$ cat src/pwm_cfg_pkg.sv
package pwm_cfg_pkg;
	// register indices on the plain register port
	localparam logic [7:0] ADDR_PERIOD = 8'h00;
	localparam logic [7:0] ADDR_SEVT = 8'h01;
	localparam logic [7:0] ADDR_MDC = 8'h02;
	localparam logic [7:0] ADDR_GLOBAL = 8'h03;
	localparam logic [7:0] GEN_BASE = 8'h10;
	localparam logic [7:0] GEN_STRIDE = 8'h08;
	localparam logic [2:0] GEN_CTRL = 3'h0;
	localparam logic [2:0] GEN_DUTY = 3'h1;
	localparam logic [2:0] GEN_PHASE = 3'h2;
	localparam logic [2:0] GEN_DT = 3'h3;
	localparam logic [2:0] GEN_ALTDT = 3'h4;
	// generator control fields
	localparam int CTL_FLT_PEND = 15;
	localparam int CTL_CL_PEND = 14;
	localparam int CTL_TRG_PEND = 13;
	localparam int CTL_FLT_IEN = 12;
	localparam int CTL_CL_IEN = 11;
	localparam int CTL_TRG_IEN = 10;
	localparam int CTL_ITB = 9;
	localparam int CTL_DUTY_SOURCE_SELECT = 8;
	localparam int CTL_DTC_LO = 6;
	localparam int CTL_EXTERNAL_TIMEBASE_RESET_ENABLE = 1;
	localparam int CTL_IUE = 0;
	localparam logic [15:0] CTRL_WR_MASK = 16'h1FC3;
	// global control fields
	localparam int GL_ENABLE = 0;
	localparam int GL_SE_IEN = 1;
	localparam int GL_SE_PEND = 2;
	localparam logic [15:0] GLOBAL_WR_MASK = 16'h0003;
	// implemented bit masks
	localparam logic [15:0] PERIOD_MASK = 16'hFFF8;
	localparam logic [15:0] SEVT_MASK = 16'hFFF8;
	localparam logic [15:0] PHASE_MASK = 16'hFFFC;
	localparam logic [15:0] ITB_PERIOD_MASK = 16'hFFF0;
	localparam logic [15:0] DT_MASK = 16'h3FFC;
	localparam int DT_LO = 2;
	localparam int DT_HI = 13;
	localparam logic [15:0] RESET_VAL = 16'h0000;
	typedef enum logic [1:0] {
		DT_POS = 2'b00,
		DT_NEG = 2'b01,
		DT_OFF = 2'b10,
		DT_RSVD = 2'b11
	} dt_mode_t;
endpackage

$ cat src/edge_delay.sv
`timescale 1ns/1ps
module edge_delay (
	input wire logic clk_sys_in,
	input wire logic resetn_in,
	input wire logic target_in,
	input wire logic [11:0] delay_in,
	input wire logic delay_rise_in,
	input wire logic delay_fall_in,
	output logic out_out
);
	logic out_q;
	logic out_d;
	logic [11:0] cnt_q;
	logic [11:0] cnt_d;
	logic hold;

	assign out_out = out_q;

	// edge delay
	always_comb begin
		out_d = out_q;
		cnt_d = 12'h000;
		hold = (target_in && delay_rise_in) || (!target_in && delay_fall_in);
		if (target_in != out_q) begin
			if (hold && cnt_q < delay_in) begin
				cnt_d = cnt_q + 12'h001;
			end else begin
				out_d = target_in;
			end
		end
	end

	always_ff @(posedge clk_sys_in) begin
		if (!resetn_in) begin
			out_q <= 1'b0;
			cnt_q <= 12'h000;
		end else begin
			out_q <= out_d;
			cnt_q <= cnt_d;
		end
	end
endmodule // edge_delay

$ cat src/gen_core.sv
`timescale 1ns/1ps
module gen_core (
	input wire logic clk_sys_in,
	input wire logic resetn_in,
	input wire logic enable_in,
	input wire logic prim_wrap_in,
	input wire logic [15:0] prim_period_in,
	input wire logic itb_in,
	input wire logic [15:0] phase_in,
	input wire logic ext_reset_in,
	input wire logic [15:0] duty_sel_in,
	input wire logic iue_in,
	output logic raw_out
);
	logic [15:0] cnt_q;
	logic [15:0] cnt_d;
	logic [15:0] duty_act_q;
	logic [15:0] duty_act_d;
	logic raw_q;
	logic raw_d;
	logic start;
	logic [15:0] itb_period;

	assign raw_out = raw_q;

	always_comb begin
		itb_period = phase_in & pwm_cfg_pkg::ITB_PERIOD_MASK;
		start = 1'b0;
		cnt_d = cnt_q + 16'h0001;
		if (!enable_in) begin
			cnt_d = 16'h0000;
		end else if (itb_in) begin
			// current-limit restart
			// own period from phase
			if (ext_reset_in || cnt_q >= itb_period) begin
				cnt_d = 16'h0000;
				start = 1'b1;
			end
		end else if (prim_wrap_in) begin
			// phase offset
			cnt_d = phase_in & pwm_cfg_pkg::PHASE_MASK;
			start = 1'b1;
		end else if (cnt_q >= prim_period_in) begin
			cnt_d = 16'h0000;
		end
		// immediate or period-synced
		duty_act_d = (iue_in || start) ? duty_sel_in : duty_act_q;
		// compare against duty
		raw_d = enable_in && (cnt_q < duty_act_q);
	end

	always_ff @(posedge clk_sys_in) begin
		if (!resetn_in) begin
			cnt_q <= 16'h0000;
			duty_act_q <= pwm_cfg_pkg::RESET_VAL;
			raw_q <= 1'b0;
		end else begin
			cnt_q <= cnt_d;
			duty_act_q <= duty_act_d;
			raw_q <= raw_d;
		end
	end
endmodule // gen_core

$ cat src/pwm_config_top.sv
`timescale 1ns/1ps
// Functional notes
// special event compare keeps bits 15-3; bits 2-0 read zero
// software keeps master duty within 0x0008 to 0xFFEF
// software keeps each generator duty within 0x0008 to 0xFFEF
// fault pending set by hardware; clearing fault enable clears it
// current-limit pending set by hardware; clearing its enable clears it
// with trigger enable set, trigger sets pending and requests interrupt
// clearing trigger enable disables it and clears trigger pending
// software acknowledges by clearing pending and interrupt controller flag
// independent select 0 uses primary base; 1 uses phase as period
// duty source 0 own duty register; 1 shared master duty
// dead-time mode 00 positive, 01 negative, 10 off, 11 reserved
// external reset bit lets current limit restart independent time base
// immediate bit applies duty at once, else at period start
// phase holds bits 15-2; bits 3-2 ignored as independent period
// dead time holds bits 13-2; other bits read zero
// alternate dead time holds bits 13-2; other bits read zero
// primary period holds bits 15-3; bits 2-0 read zero
// compare match sets special event pending; irq only when enabled
// counter equal to compare gives one-cycle special event pulse
// output active while count below selected duty, before dead time
module pwm_config_top #(
	parameter int NUM_GEN = 4
) (
	input wire logic clk_sys_in,
	input wire logic resetn_in,
	input wire logic [7:0] addr_in,
	input wire logic [15:0] wr_data_in,
	input wire logic wr_en_in,
	input wire logic rd_en_in,
	output logic [15:0] rd_data_out,
	input wire logic [NUM_GEN-1:0] fault_in,
	input wire logic [NUM_GEN-1:0] current_limit_in,
	input wire logic [NUM_GEN-1:0] trigger_in,
	output logic [NUM_GEN-1:0] pwm_h_out,
	output logic [NUM_GEN-1:0] pwm_l_out,
	output logic [NUM_GEN-1:0] fault_irq_out,
	output logic [NUM_GEN-1:0] current_limit_irq_out,
	output logic [NUM_GEN-1:0] trigger_irq_out,
	output logic special_event_irq_out,
	output logic special_event_out
);
	if (NUM_GEN < 1 || NUM_GEN > 8) begin : g_check
		$error("NUM_GEN must be 1 to 8");
	end

	function automatic logic gen_hit(input logic [7:0] a, input int g, input logic [2:0] sub);
		int target;
		target = int'(pwm_cfg_pkg::GEN_BASE) + g * int'(pwm_cfg_pkg::GEN_STRIDE) + int'(sub);
		return a == target[7:0];
	endfunction

	// register state
	logic [15:0] period_q, period_d;
	logic [15:0] sevt_q, sevt_d;
	logic [15:0] mdc_q, mdc_d;
	logic [15:0] glob_q, glob_d;
	logic se_pend_q, se_pend_d;
	logic [15:0] ctrl_q [NUM_GEN], ctrl_d [NUM_GEN];
	logic [15:0] duty_q [NUM_GEN], duty_d [NUM_GEN];
	logic [15:0] phase_q [NUM_GEN], phase_d [NUM_GEN];
	logic [15:0] dt_q [NUM_GEN], dt_d [NUM_GEN];
	logic [15:0] altdt_q [NUM_GEN], altdt_d [NUM_GEN];
	logic [NUM_GEN-1:0] flt_pend_q, flt_pend_d;
	logic [NUM_GEN-1:0] cl_pend_q, cl_pend_d;
	logic [NUM_GEN-1:0] trg_pend_q, trg_pend_d;
	logic [15:0] rd_data_q, rd_data_d;
	// time base state is declared here, the pending logic below reads the match
	logic enable, prim_wrap, se_hit;
	logic [15:0] primary_timebase_counter_q, primary_timebase_counter_d;
	logic se_pulse_q, se_pulse_d;

	always_comb begin
		period_d = period_q;
		sevt_d = sevt_q;
		mdc_d = mdc_q;
		glob_d = glob_q;
		se_pend_d = se_pend_q;
		if (wr_en_in) begin
			unique case (addr_in)
				// period field
				pwm_cfg_pkg::ADDR_PERIOD: period_d = wr_data_in & pwm_cfg_pkg::PERIOD_MASK;
				// compare field
				pwm_cfg_pkg::ADDR_SEVT: sevt_d = wr_data_in & pwm_cfg_pkg::SEVT_MASK;
				pwm_cfg_pkg::ADDR_MDC: mdc_d = wr_data_in;
				pwm_cfg_pkg::ADDR_GLOBAL: begin
					glob_d = wr_data_in & pwm_cfg_pkg::GLOBAL_WR_MASK;
					if (!wr_data_in[pwm_cfg_pkg::GL_SE_PEND]) begin
						se_pend_d = 1'b0;
					end
				end
				default: ;
			endcase
		end
		// match sets pending, set wins
		if (se_hit) begin
			se_pend_d = 1'b1;
		end
	end

	always_comb begin
		for (int g = 0; g < NUM_GEN; g++) begin
			ctrl_d[g] = ctrl_q[g];
			duty_d[g] = duty_q[g];
			phase_d[g] = phase_q[g];
			dt_d[g] = dt_q[g];
			altdt_d[g] = altdt_q[g];
			if (wr_en_in && gen_hit(addr_in, g, pwm_cfg_pkg::GEN_CTRL)) begin
				ctrl_d[g] = wr_data_in & pwm_cfg_pkg::CTRL_WR_MASK;
			end
			if (wr_en_in && gen_hit(addr_in, g, pwm_cfg_pkg::GEN_DUTY)) begin
				duty_d[g] = wr_data_in;
			end
			// phase field
			if (wr_en_in && gen_hit(addr_in, g, pwm_cfg_pkg::GEN_PHASE)) begin
				phase_d[g] = wr_data_in & pwm_cfg_pkg::PHASE_MASK;
			end
			// dead time field
			if (wr_en_in && gen_hit(addr_in, g, pwm_cfg_pkg::GEN_DT)) begin
				dt_d[g] = wr_data_in & pwm_cfg_pkg::DT_MASK;
			end
			// alternate dead time field
			if (wr_en_in && gen_hit(addr_in, g, pwm_cfg_pkg::GEN_ALTDT)) begin
				altdt_d[g] = wr_data_in & pwm_cfg_pkg::DT_MASK;
			end
			// fault pending
			flt_pend_d[g] = (flt_pend_q[g] | fault_in[g]) & ctrl_d[g][pwm_cfg_pkg::CTL_FLT_IEN];
			// current-limit pending
			cl_pend_d[g] = (cl_pend_q[g] | current_limit_in[g])
				& ctrl_d[g][pwm_cfg_pkg::CTL_CL_IEN];
			// trigger pending
			trg_pend_d[g] = (trg_pend_q[g] | trigger_in[g]) & ctrl_d[g][pwm_cfg_pkg::CTL_TRG_IEN];
		end
	end

	// register read-back, one cycle after the strobe
	always_comb begin
		rd_data_d = 16'h0000;
		if (rd_en_in) begin
			unique case (addr_in)
				pwm_cfg_pkg::ADDR_PERIOD: rd_data_d = period_q;
				pwm_cfg_pkg::ADDR_SEVT: rd_data_d = sevt_q;
				pwm_cfg_pkg::ADDR_MDC: rd_data_d = mdc_q;
				pwm_cfg_pkg::ADDR_GLOBAL: begin
					rd_data_d = glob_q;
					rd_data_d[pwm_cfg_pkg::GL_SE_PEND] = se_pend_q;
				end
				default: ;
			endcase
			for (int g = 0; g < NUM_GEN; g++) begin
				if (gen_hit(addr_in, g, pwm_cfg_pkg::GEN_CTRL)) begin
					rd_data_d = ctrl_q[g];
					rd_data_d[pwm_cfg_pkg::CTL_FLT_PEND] = flt_pend_q[g];
					rd_data_d[pwm_cfg_pkg::CTL_CL_PEND] = cl_pend_q[g];
					rd_data_d[pwm_cfg_pkg::CTL_TRG_PEND] = trg_pend_q[g];
				end
				if (gen_hit(addr_in, g, pwm_cfg_pkg::GEN_DUTY)) begin
					rd_data_d = duty_q[g];
				end
				if (gen_hit(addr_in, g, pwm_cfg_pkg::GEN_PHASE)) begin
					rd_data_d = phase_q[g];
				end
				if (gen_hit(addr_in, g, pwm_cfg_pkg::GEN_DT)) begin
					rd_data_d = dt_q[g];
				end
				if (gen_hit(addr_in, g, pwm_cfg_pkg::GEN_ALTDT)) begin
					rd_data_d = altdt_q[g];
				end
			end
		end
	end

	always_ff @(posedge clk_sys_in) begin
		if (!resetn_in) begin
			period_q <= pwm_cfg_pkg::RESET_VAL;
			sevt_q <= pwm_cfg_pkg::RESET_VAL;
			mdc_q <= pwm_cfg_pkg::RESET_VAL;
			glob_q <= pwm_cfg_pkg::RESET_VAL;
			se_pend_q <= 1'b0;
			flt_pend_q <= '0;
			cl_pend_q <= '0;
			trg_pend_q <= '0;
			rd_data_q <= 16'h0000;
			for (int g = 0; g < NUM_GEN; g++) begin
				ctrl_q[g] <= pwm_cfg_pkg::RESET_VAL;
				duty_q[g] <= pwm_cfg_pkg::RESET_VAL;
				phase_q[g] <= pwm_cfg_pkg::RESET_VAL;
				dt_q[g] <= pwm_cfg_pkg::RESET_VAL;
				altdt_q[g] <= pwm_cfg_pkg::RESET_VAL;
			end
		end else begin
			period_q <= period_d;
			sevt_q <= sevt_d;
			mdc_q <= mdc_d;
			glob_q <= glob_d;
			se_pend_q <= se_pend_d;
			flt_pend_q <= flt_pend_d;
			cl_pend_q <= cl_pend_d;
			trg_pend_q <= trg_pend_d;
			rd_data_q <= rd_data_d;
			for (int g = 0; g < NUM_GEN; g++) begin
				ctrl_q[g] <= ctrl_d[g];
				duty_q[g] <= duty_d[g];
				phase_q[g] <= phase_d[g];
				dt_q[g] <= dt_d[g];
				altdt_q[g] <= altdt_d[g];
			end
		end
	end

	assign rd_data_out = rd_data_q;
	assign fault_irq_out = flt_pend_q;
	assign current_limit_irq_out = cl_pend_q;
	assign trigger_irq_out = trg_pend_q;

	// primary time base and special event
	always_comb begin
		enable = glob_q[pwm_cfg_pkg::GL_ENABLE];
		prim_wrap = enable && (primary_timebase_counter_q >= period_q);
		primary_timebase_counter_d = prim_wrap ? 16'h0000 : primary_timebase_counter_q + 16'h0001;
		if (!enable) begin
			primary_timebase_counter_d = 16'h0000;
		end
		// compare match
		se_hit = enable && (primary_timebase_counter_q == sevt_q);
		se_pulse_d = se_hit;
	end

	always_ff @(posedge clk_sys_in) begin
		if (!resetn_in) begin
			primary_timebase_counter_q <= 16'h0000;
			se_pulse_q <= 1'b0;
		end else begin
			primary_timebase_counter_q <= primary_timebase_counter_d;
			se_pulse_q <= se_pulse_d;
		end
	end

	assign special_event_out = se_pulse_q;
	// irq gated by enable
	assign special_event_irq_out = se_pend_q && glob_q[pwm_cfg_pkg::GL_SE_IEN];

	// per-generator datapath
	for (genvar g = 0; g < NUM_GEN; g++) begin : g_gen
		logic [15:0] duty_sel;
		logic raw;
		logic ext_reset;
		logic rise_dly;
		logic fall_dly;
		pwm_cfg_pkg::dt_mode_t mode;

		// duty source
		assign duty_sel = ctrl_q[g][pwm_cfg_pkg::CTL_DUTY_SOURCE_SELECT] ? mdc_q : duty_q[g];
		// current-limit reset path
		assign ext_reset = ctrl_q[g][pwm_cfg_pkg::CTL_EXTERNAL_TIMEBASE_RESET_ENABLE] && current_limit_in[g];
		assign mode = pwm_cfg_pkg::dt_mode_t'(
			ctrl_q[g][pwm_cfg_pkg::CTL_DTC_LO+1:pwm_cfg_pkg::CTL_DTC_LO]);
		// mode decode
		assign rise_dly = (mode == pwm_cfg_pkg::DT_POS);
		assign fall_dly = (mode == pwm_cfg_pkg::DT_NEG);

		gen_core u_core (
			.clk_sys_in(clk_sys_in),
			.resetn_in(resetn_in),
			.enable_in(enable),
			.prim_wrap_in(prim_wrap),
			.prim_period_in(period_q),
			.itb_in(ctrl_q[g][pwm_cfg_pkg::CTL_ITB]),
			.phase_in(phase_q[g]),
			.ext_reset_in(ext_reset),
			.duty_sel_in(duty_sel),
			.iue_in(ctrl_q[g][pwm_cfg_pkg::CTL_IUE]),
			.raw_out(raw)
		);

		edge_delay u_dly_h (
			.clk_sys_in(clk_sys_in),
			.resetn_in(resetn_in),
			.target_in(raw),
			.delay_in(dt_q[g][pwm_cfg_pkg::DT_HI:pwm_cfg_pkg::DT_LO]),
			.delay_rise_in(rise_dly),
			.delay_fall_in(fall_dly),
			.out_out(pwm_h_out[g])
		);

		edge_delay u_dly_l (
			.clk_sys_in(clk_sys_in),
			.resetn_in(resetn_in),
			.target_in(!raw),
			.delay_in(altdt_q[g][pwm_cfg_pkg::DT_HI:pwm_cfg_pkg::DT_LO]),
			.delay_rise_in(rise_dly),
			.delay_fall_in(fall_dly),
			.out_out(pwm_l_out[g])
		);
	end
endmodule // pwm_config_top

$ cat config.mk
export PLATFORM = sky130hd
export DESIGN_NAME = pwm_config_top
export DESIGN_NICKNAME = d
export VERILOG_FILES = /design/src/pwm_cfg_pkg.sv /design/src/edge_delay.sv /design/src/gen_core.sv /design/src/pwm_config_top.sv
export SDC_FILE = /design/constraint.sdc
export NUM_CORES = 2
export LEC_CHECK = 0
export ABC_AREA = 1
export BUFFER_PORTS_ARGS = -buffer_cell sky130_fd_sc_hd__buf_2
export CAP_MARGIN = 20
export CORE_ASPECT_RATIO = 1.5
export CORE_UTILIZATION = 40
export DETAILED_ROUTE_END_ITERATION = 10
export PLACE_DENSITY = 0.65
export SYNTH_ARGS = -nofsm -noshare
export SYNTH_HDL_FRONTEND = slang
export SYNTH_SLANG_ARGS = --single-unit
$ cat constraint.sdc
create_clock -name clk_sys_in -period 3.2 [get_ports clk_sys_in]
set_clock_uncertainty 0.15 [all_clocks]
set_input_delay 0.48 -clock clk_sys_in [delete_from_list [all_inputs] [get_ports clk_sys_in]]
set_output_delay 0.48 -clock clk_sys_in [all_outputs]
set_load 0.05 [all_outputs]
# == Word level (Yosys, flattened, before mapping) ==
# Memories as Yosys holds them, arrays and structs flattened.
# Cells that the tools add are included.
# totals
n_memories,5
regBits,326
in_bits,40
mem_bits_rw,320
word_cells,375
out_inout_bits,38
# op_classes
mux,100
n_reduce_logical,106
add_sub_neg,13
n_lt_le_gt_ge,21
bitwise,54
eq_ne,37
# memory_table
name,words,word_bits,read_ports,rd_clocked_by_memory_dff,write_ports,line,source
altdt_q,4,16,4,0,4,pwm_config_top.sv:64,"logic [15:0] altdt_q [NUM_GEN], altdt_d [NUM_GEN];"
ctrl_q,4,16,4,0,4,pwm_config_top.sv:60,"logic [15:0] ctrl_q [NUM_GEN], ctrl_d [NUM_GEN];"
dt_q,4,16,4,0,4,pwm_config_top.sv:63,"logic [15:0] dt_q [NUM_GEN], dt_d [NUM_GEN];"
duty_q,4,16,4,0,4,pwm_config_top.sv:61,"logic [15:0] duty_q [NUM_GEN], duty_d [NUM_GEN];"
phase_q,4,16,4,0,4,pwm_config_top.sv:62,"logic [15:0] phase_q [NUM_GEN], phase_d [NUM_GEN];"
# ops
cell,count
$mux 16,80
$ge 16x16->1,9
$add 12x1->12 const B,8
$lt 12x12->1,8
$add 16x1->16 const B,5
$eq 8x5->1 const B,10
$eq 8x6->1 const B,10
$lt 16x16->1,4
$pmux 16 s4,1
$logic_and 1x1->1,55
$or 1x1->1,32
$reduce_and 2->1,14
$reduce_and 3->1,9
$mux 1,19
$eq 16x16->1,1
$eq 8x2->1 const B,2
$logic_or 1x1->1,16
$and 1x1->1,12
$not 1->1,10
$eq 2x1->1 const B,4
$eq 8x1->1 const B,1
$logic_not 2->1,4
$logic_not 8->1,1
$ne 1x1->1,8
other kinds (4),8

# == Longest topological paths before layout ==
# depth
depth_word,22
depth_mapped,19
depth_no_buf,19

# == Hierarchy ==
# Synthesis repeated with hierarchy kept, for this count alone.
# hier_totals
hier_cells,5118
area_unflattened_um2,35111.2
# by_module_without_submodules
module,n_inst,area_per_inst_um2,cells_each,seq_area_each_um2
pwm_config_top,1,15750.1,2296,6846.6
gen_core at g_gen[0].u_core ...,3,3001.6,446,660.6
edge_delay,8,930.9,129,260.2
gen_core at g_gen[1].u_core,1,2909.0,452,660.6

# == Least setup slack after synthesis ==
# No wires, ideal clock.
# synth_timing
path_kind,flip-flop to flip-flop
from,reg period_q[15]
to,reg g_gen[2].u_core.duty_act_q[10]
period_less_slack_ps,2288
required_time_ps,2922
t_arrival_ps,2010
setup_time_ps,128
n_path_buf,1
path_stages_with_launch,17
slack_ps,912
path_cell_list,dfxtp_1 inv_1 ha_1 nand2_1 inv_1 nand3_1 nor3_1 nand4_1 nand3_1 nand2_1 nand2_1 nand3_1 nand2_1 inv_1 clkbuf_1 o21ai_0 a21oi_1
# synth_between
elab_chain_cells,6
# synth_lines
item,line,source
start: declaration,pwm_config_top.sv:55,"logic [15:0] period_q, period_d;"
start signal: assignment,pwm_config_top.sv:176,period_q <= pwm_cfg_pkg::RESET_VAL;
start signal: assignment,pwm_config_top.sv:193,period_q <= period_d;
$ge 16x16->1,pwm_config_top.sv:220,prim_wrap = enable && (primary_timebase_counter_q >= period_q);
$logic_and 1x1->1,pwm_config_top.sv:220,
$mux 1,gen_core.sv:39,end else if (prim_wrap_in) begin
$mux 1,gen_core.sv:32,end else if (itb_in) begin
$mux 1,gen_core.sv:30,if (!enable_in) begin
$logic_or 1x1->1,gen_core.sv:47,duty_act_d = (iue_in || start) ? duty_sel_in : duty_act_q;
end signal: assignment,gen_core.sv:55,duty_act_q <= pwm_cfg_pkg::RESET_VAL;
end signal: assignment,gen_core.sv:59,duty_act_q <= duty_act_d;
end: declaration,gen_core.sv:17,logic [15:0] duty_act_q;
# No other way between the ends.
# A chain may end at the register's enable or synchronous reset.

# == Final worst setup path ==
# layout_timing
from,reg g_gen[1].u_core.cnt_q[5]
to,reg g_gen[1].u_core.cnt_q[9]
# layout_between
elab_chain_cells,4
elab_cells_between_ends,8
classes_between,1 x add/sub; 2 x order compare; 4 x mux; 1 x reduce/logical
# layout_lines
item,line,source
start: declaration,gen_core.sv:15,logic [15:0] cnt_q;
start signal: assignment,gen_core.sv:58,cnt_q <= cnt_d;
"$add 16x1->16, or another cell as far along",gen_core.sv:29,cnt_d = cnt_q + 16'h0001;
$mux 16 / $logic_or 1x1->1 (equally long branches),"gen_core.sv:43, gen_core.sv:35",
$mux 16 (on tied branches),"gen_core.sv:39, gen_core.sv:35",
$mux 16 *,gen_core.sv:32,
# Mark *: on every way between the ends. The rest lies on a longest branch, timed or not.

==> results.sh <==
export IMPL_cts_tree="yes"
export IMPL_grt_max_degree=131
export IMPL_slowest_stage="dfxtp_1"
export IMPL_netlist_area_um2=30700
export IMPL_first_pass_iters=9
export IMPL_cts_sinks=578
export IMPL_placed_cells=5116
export IMPL_cts_inserted_buffers=57
export IMPL_finalCritPeriodShare_pct=93.4
export IMPL_outcome="completed"
export IMPL_setup_violations_final=0
export IMPL_core_area_um2=76000
export IMPL_fp_dieW_um=228
export IMPL_final_cell_area_um2=34600
export IMPL_grt_pass1_wl_um=168000
export IMPL_min_path_type="input port to flip-flop"
export IMPL_vias=28700
export IMPL_ios=78
export IMPL_die_y_um=341
export IMPL_drt_total_wl_um=114000
export IMPL_finalHoldViolCount=0
export IMPL_fill_cells=7716
export IMPL_placed_area_um2=32500
export IMPL_final_cell_mix="578 x dfxtp_1, 544 x inv_1, 541 x nand2_1, 533 x a21oi_1, 515 x o21ai_0"
export IMPL_grtUsageMet2_pct=49.9
export IMPL_grt_overflow_total=0
export IMPL_arrival_ns=3.39
export IMPL_grt_antenna_before_repair=5
export IMPL_place_port_buffers=77
export IMPL_comb_power_share_pct=3.5
export IMPL_synth_fp_nets=4421
export IMPL_worst_pin_slew_ns=1.03
export IMPL_synth_edf_count=0
export IMPL_p_sw_mw=3.57
export IMPL_maxCapViolCount=0
export IMPL_core_rowCount=124
export IMPL_cpMostUsedCell="nand2_1"
export IMPL_start_util_pct=40.3
export IMPL_grt_pass1_vias=27500
export IMPL_die_area_um2=77800
export IMPL_power_density_nw_per_um2=429
export IMPL_worstRegToRegCells=13
export IMPL_ys_seq_area_share_pct=37.7
export IMPL_worstSetupEndpointType="flip-flop"
export IMPL_post_drt_wl_per_cell_um=21.8
export IMPL_cts_setup_buffers=0
export IMPL_p_sw_share_pct=24.1
export IMPL_synth_ff_type="dfxtp_1"
export IMPL_final_common_cell="dfxtp_1"
export IMPL_post_drt_via_cell_ratio=5.48
export IMPL_path_cells="ha_1 > a21oi_1 > o21ai_0 > nand2_1 > a21oi_1 > o21ai_0 > nand2_1 > nand2_1 > a21oi_1 > o31ai_1 > nand2_1 > buf_4 > o32ai_1"
export IMPL_clock_path_buffers=3
export IMPL_htreeDepth=2
export IMPL_hpwl_um=84700
export IMPL_fin_crit_ns=2.99
export IMPL_slew_headroom_pct=31.5
export IMPL_rsz0062_at_grt="false"
export IMPL_stdcell_count=5239
export IMPL_fmax_mhz=335
export IMPL_drc=0
export IMPL_synth_cell_types=54
export IMPL_worst_ir_drop_vdd_mv=0.461
export IMPL_grtUsageTotal_pct=28.9
export IMPL_worst_path_max_fanout=14
export IMPL_critical_path_class="flip-flop to flip-flop"
export IMPL_drv_slew=0
export IMPL_use_met3_pct=4.75
export IMPL_hold_path_depth=5
export IMPL_p_clk_share_pct=47.7
export IMPL_ant_nets=0
export IMPL_timing_critical_path_slowest_cell_delay_ns=0.68
export IMPL_synth_warnings=0
export IMPL_top_usage_layer="met2"
export IMPL_synthArstFlopShare_pct=0
export IMPL_fin_nets=4501
export IMPL_cp_data_required_time_ns=3.60
export IMPL_cts_root_buf="clkbuf_16"
export IMPL_power_internal_mw=11.2
export IMPL_area_growth_pct=12.7
export IMPL_leakage_nw=13.5
export IMPL_path_clk_slew_ns=0.07
export IMPL_gr_usage_met1_pct=30.8
export IMPL_drt_iter0_markers=2079
export IMPL_netlist_instances=4102
export IMPL_clkLatencyLatePin_ns=0.66
export IMPL_syn_avg_cell_area_um2=7.48
export IMPL_yosys_register_bits=578
export IMPL_gp_routability_congestion=1.04
export IMPL_setup_worst_path_start_class="flip-flop"
export IMPL_drive_gt1_share_pct=8.80
export IMPL_p_seq_share_pct=48.7
export IMPL_tns_ns=0
[synth_stat cells, types with 5 or more instances]
cell type  number  share of area [%]
inv_2          15               0.18
nor2_1        286                3.5
buf_1          10               0.12
buf_2          22               0.36
o21ai_0       515                8.4
o211ai_1       17               0.42
o21bai_1       10               0.24
o22ai_2        16               0.65
nor4_2          5               0.20
dfxtp_1       578                 38
o221ai_1        6               0.17
a211oi_1       18               0.44
xnor2_1        26               0.74
and3_1          7               0.14
a21o_1          7               0.17
nand2_1       542                6.6
o31ai_1         5               0.12
o32ai_1         8               0.23
buf_4          13               0.32
clkbuf_1      142                1.7
a221oi_1        5               0.14
nand3_1       113                1.8
nand4_1        82                1.7
o21a_1         28               0.69
nor2_2         13               0.27
xor2_1         72                2.1
ha_1          279                 11
a211o_1         5               0.14
nor3_1         39               0.64
a21boi_0        5               0.12
nor3b_1        30               0.73
o21ai_1        14               0.23
inv_1         545                6.7
nand3b_1        5               0.12
nor3_2          9               0.29
a21oi_1       533                8.7
o22ai_1        38               0.78
[cell type report]
cell class / instances / area (um2) / share of cell area [%]
repair inverters: 1 / 5.00 / 0.0145
flip-flops and latches: 578 / 11600 / 33.5
clock buffers: 79 / 1630 / 4.71
clock inverters: 27 / 285 / 0.826
diodes: 2 / 5.00 / 0.0145
repair buffers: 209 / 1490 / 4.31
well taps: 1008 / 1260 / 3.65
multi-input cells: 2773 / 16200 / 46.9
inverters: 562 / 2110 / 6.12
[metrics by stage]
stage / total power, mW / hold slack, ns / worst slack, ns / util (%)
after floorplan: 7.65 / 0.267 / 0.912 / -
after global placement: 7.87 / 0.288 / -0.107 / 42.7
after detailed placement: 7.87 / 0.292 / -0.0405 / 42.7
after CTS: 14.9 / 0.0860 / 0.138 / 45.4
after global routing: 15.2 / 0.146 / 0.00471 / 45.4
final: 14.8 / 0.118 / 0.211 / 45.5
[power groups by stage]
stage	Sequential (mW)	Combinational, mW	Clock, mW
3_3_place_gp	7.38	0.486	0
2_1_floorplan	7.38	0.272	0
3_5_place_dp	7.38	0.489	0
6_report	7.22	0.520	7.07
5_1_grt	7.22	0.549	7.43
4_1_cts	7.22	0.502	7.16
[worst paths after layout]
path / from / to / slack (ns)
min: rd_en_in / rd_data_out[5]$_SDFF_PN0_ / 0.12
max reg2reg: g_gen[1].u_core.cnt_q[5]$_SDFF_PN0_ / g_gen[1].u_core.cnt_q[9]$_SDFF_PN0_ / 0.21
min reg2reg: altdt_q[3][13]$_SDFFE_PN0P_ / rd_data_out[13]$_SDFF_PN0_ / 0.30
max: g_gen[1].u_core.cnt_q[5]$_SDFF_PN0_ / g_gen[1].u_core.cnt_q[9]$_SDFF_PN0_ / 0.21
[layer usage]
metal,wire [um],up-vias,part of all wire [%]
met3,6930,440,6.1
met1,41900,13300,37
met5,46,-,0.040
li1,-,14000,-
met4,10800,6,9.5
met2,54400,1010,48
[repair_timing]
action,4_1_cts,5_1_grt
endpoints found under the hold margin,12,0
resized for setup,0,2
hold buffers,12,0
setup endpoints to repair,0,13
[registers in the layout (all words and copies together) (netlist names), 13 cells and up]
signal                      cells
phase_q                        56
duty_q                         64
rd_data_out                    16
dt_q                           48
g_gen.u_core.cnt_q             64
g_gen.u_dly_h.cnt_q            48
mdc_q                          16
sevt_q                         13
g_gen.u_dly_l.cnt_q            48
altdt_q                        48
period_q                       13
ctrl_q                         36
primary_timebase_counter_q     16
g_gen.u_core.duty_act_q        64
[worst max-delay path, delay by kind of cell, from the launching register on]
kind | cells | cell delay, ns
flops | 1 | 0.68
fa+ha+maj | 1 | 0.36
simple gates | 4 | 0.42
buf+inv | 1 | 0.22
compound gates | 7 | 1.04
[logic make-up after synthesis]
kind of cell,share of synthesized area (%)
XOR/XNOR,2.80
AO/OA/AOI/OAI,22.0
AND/OR/NAND/NOR,16.7
adder cells (fa/ha/maj),11.4
flip-flops,37.7
buffers and inverters,9.49
Note: power is estimated with default switching activity, not from simulation.
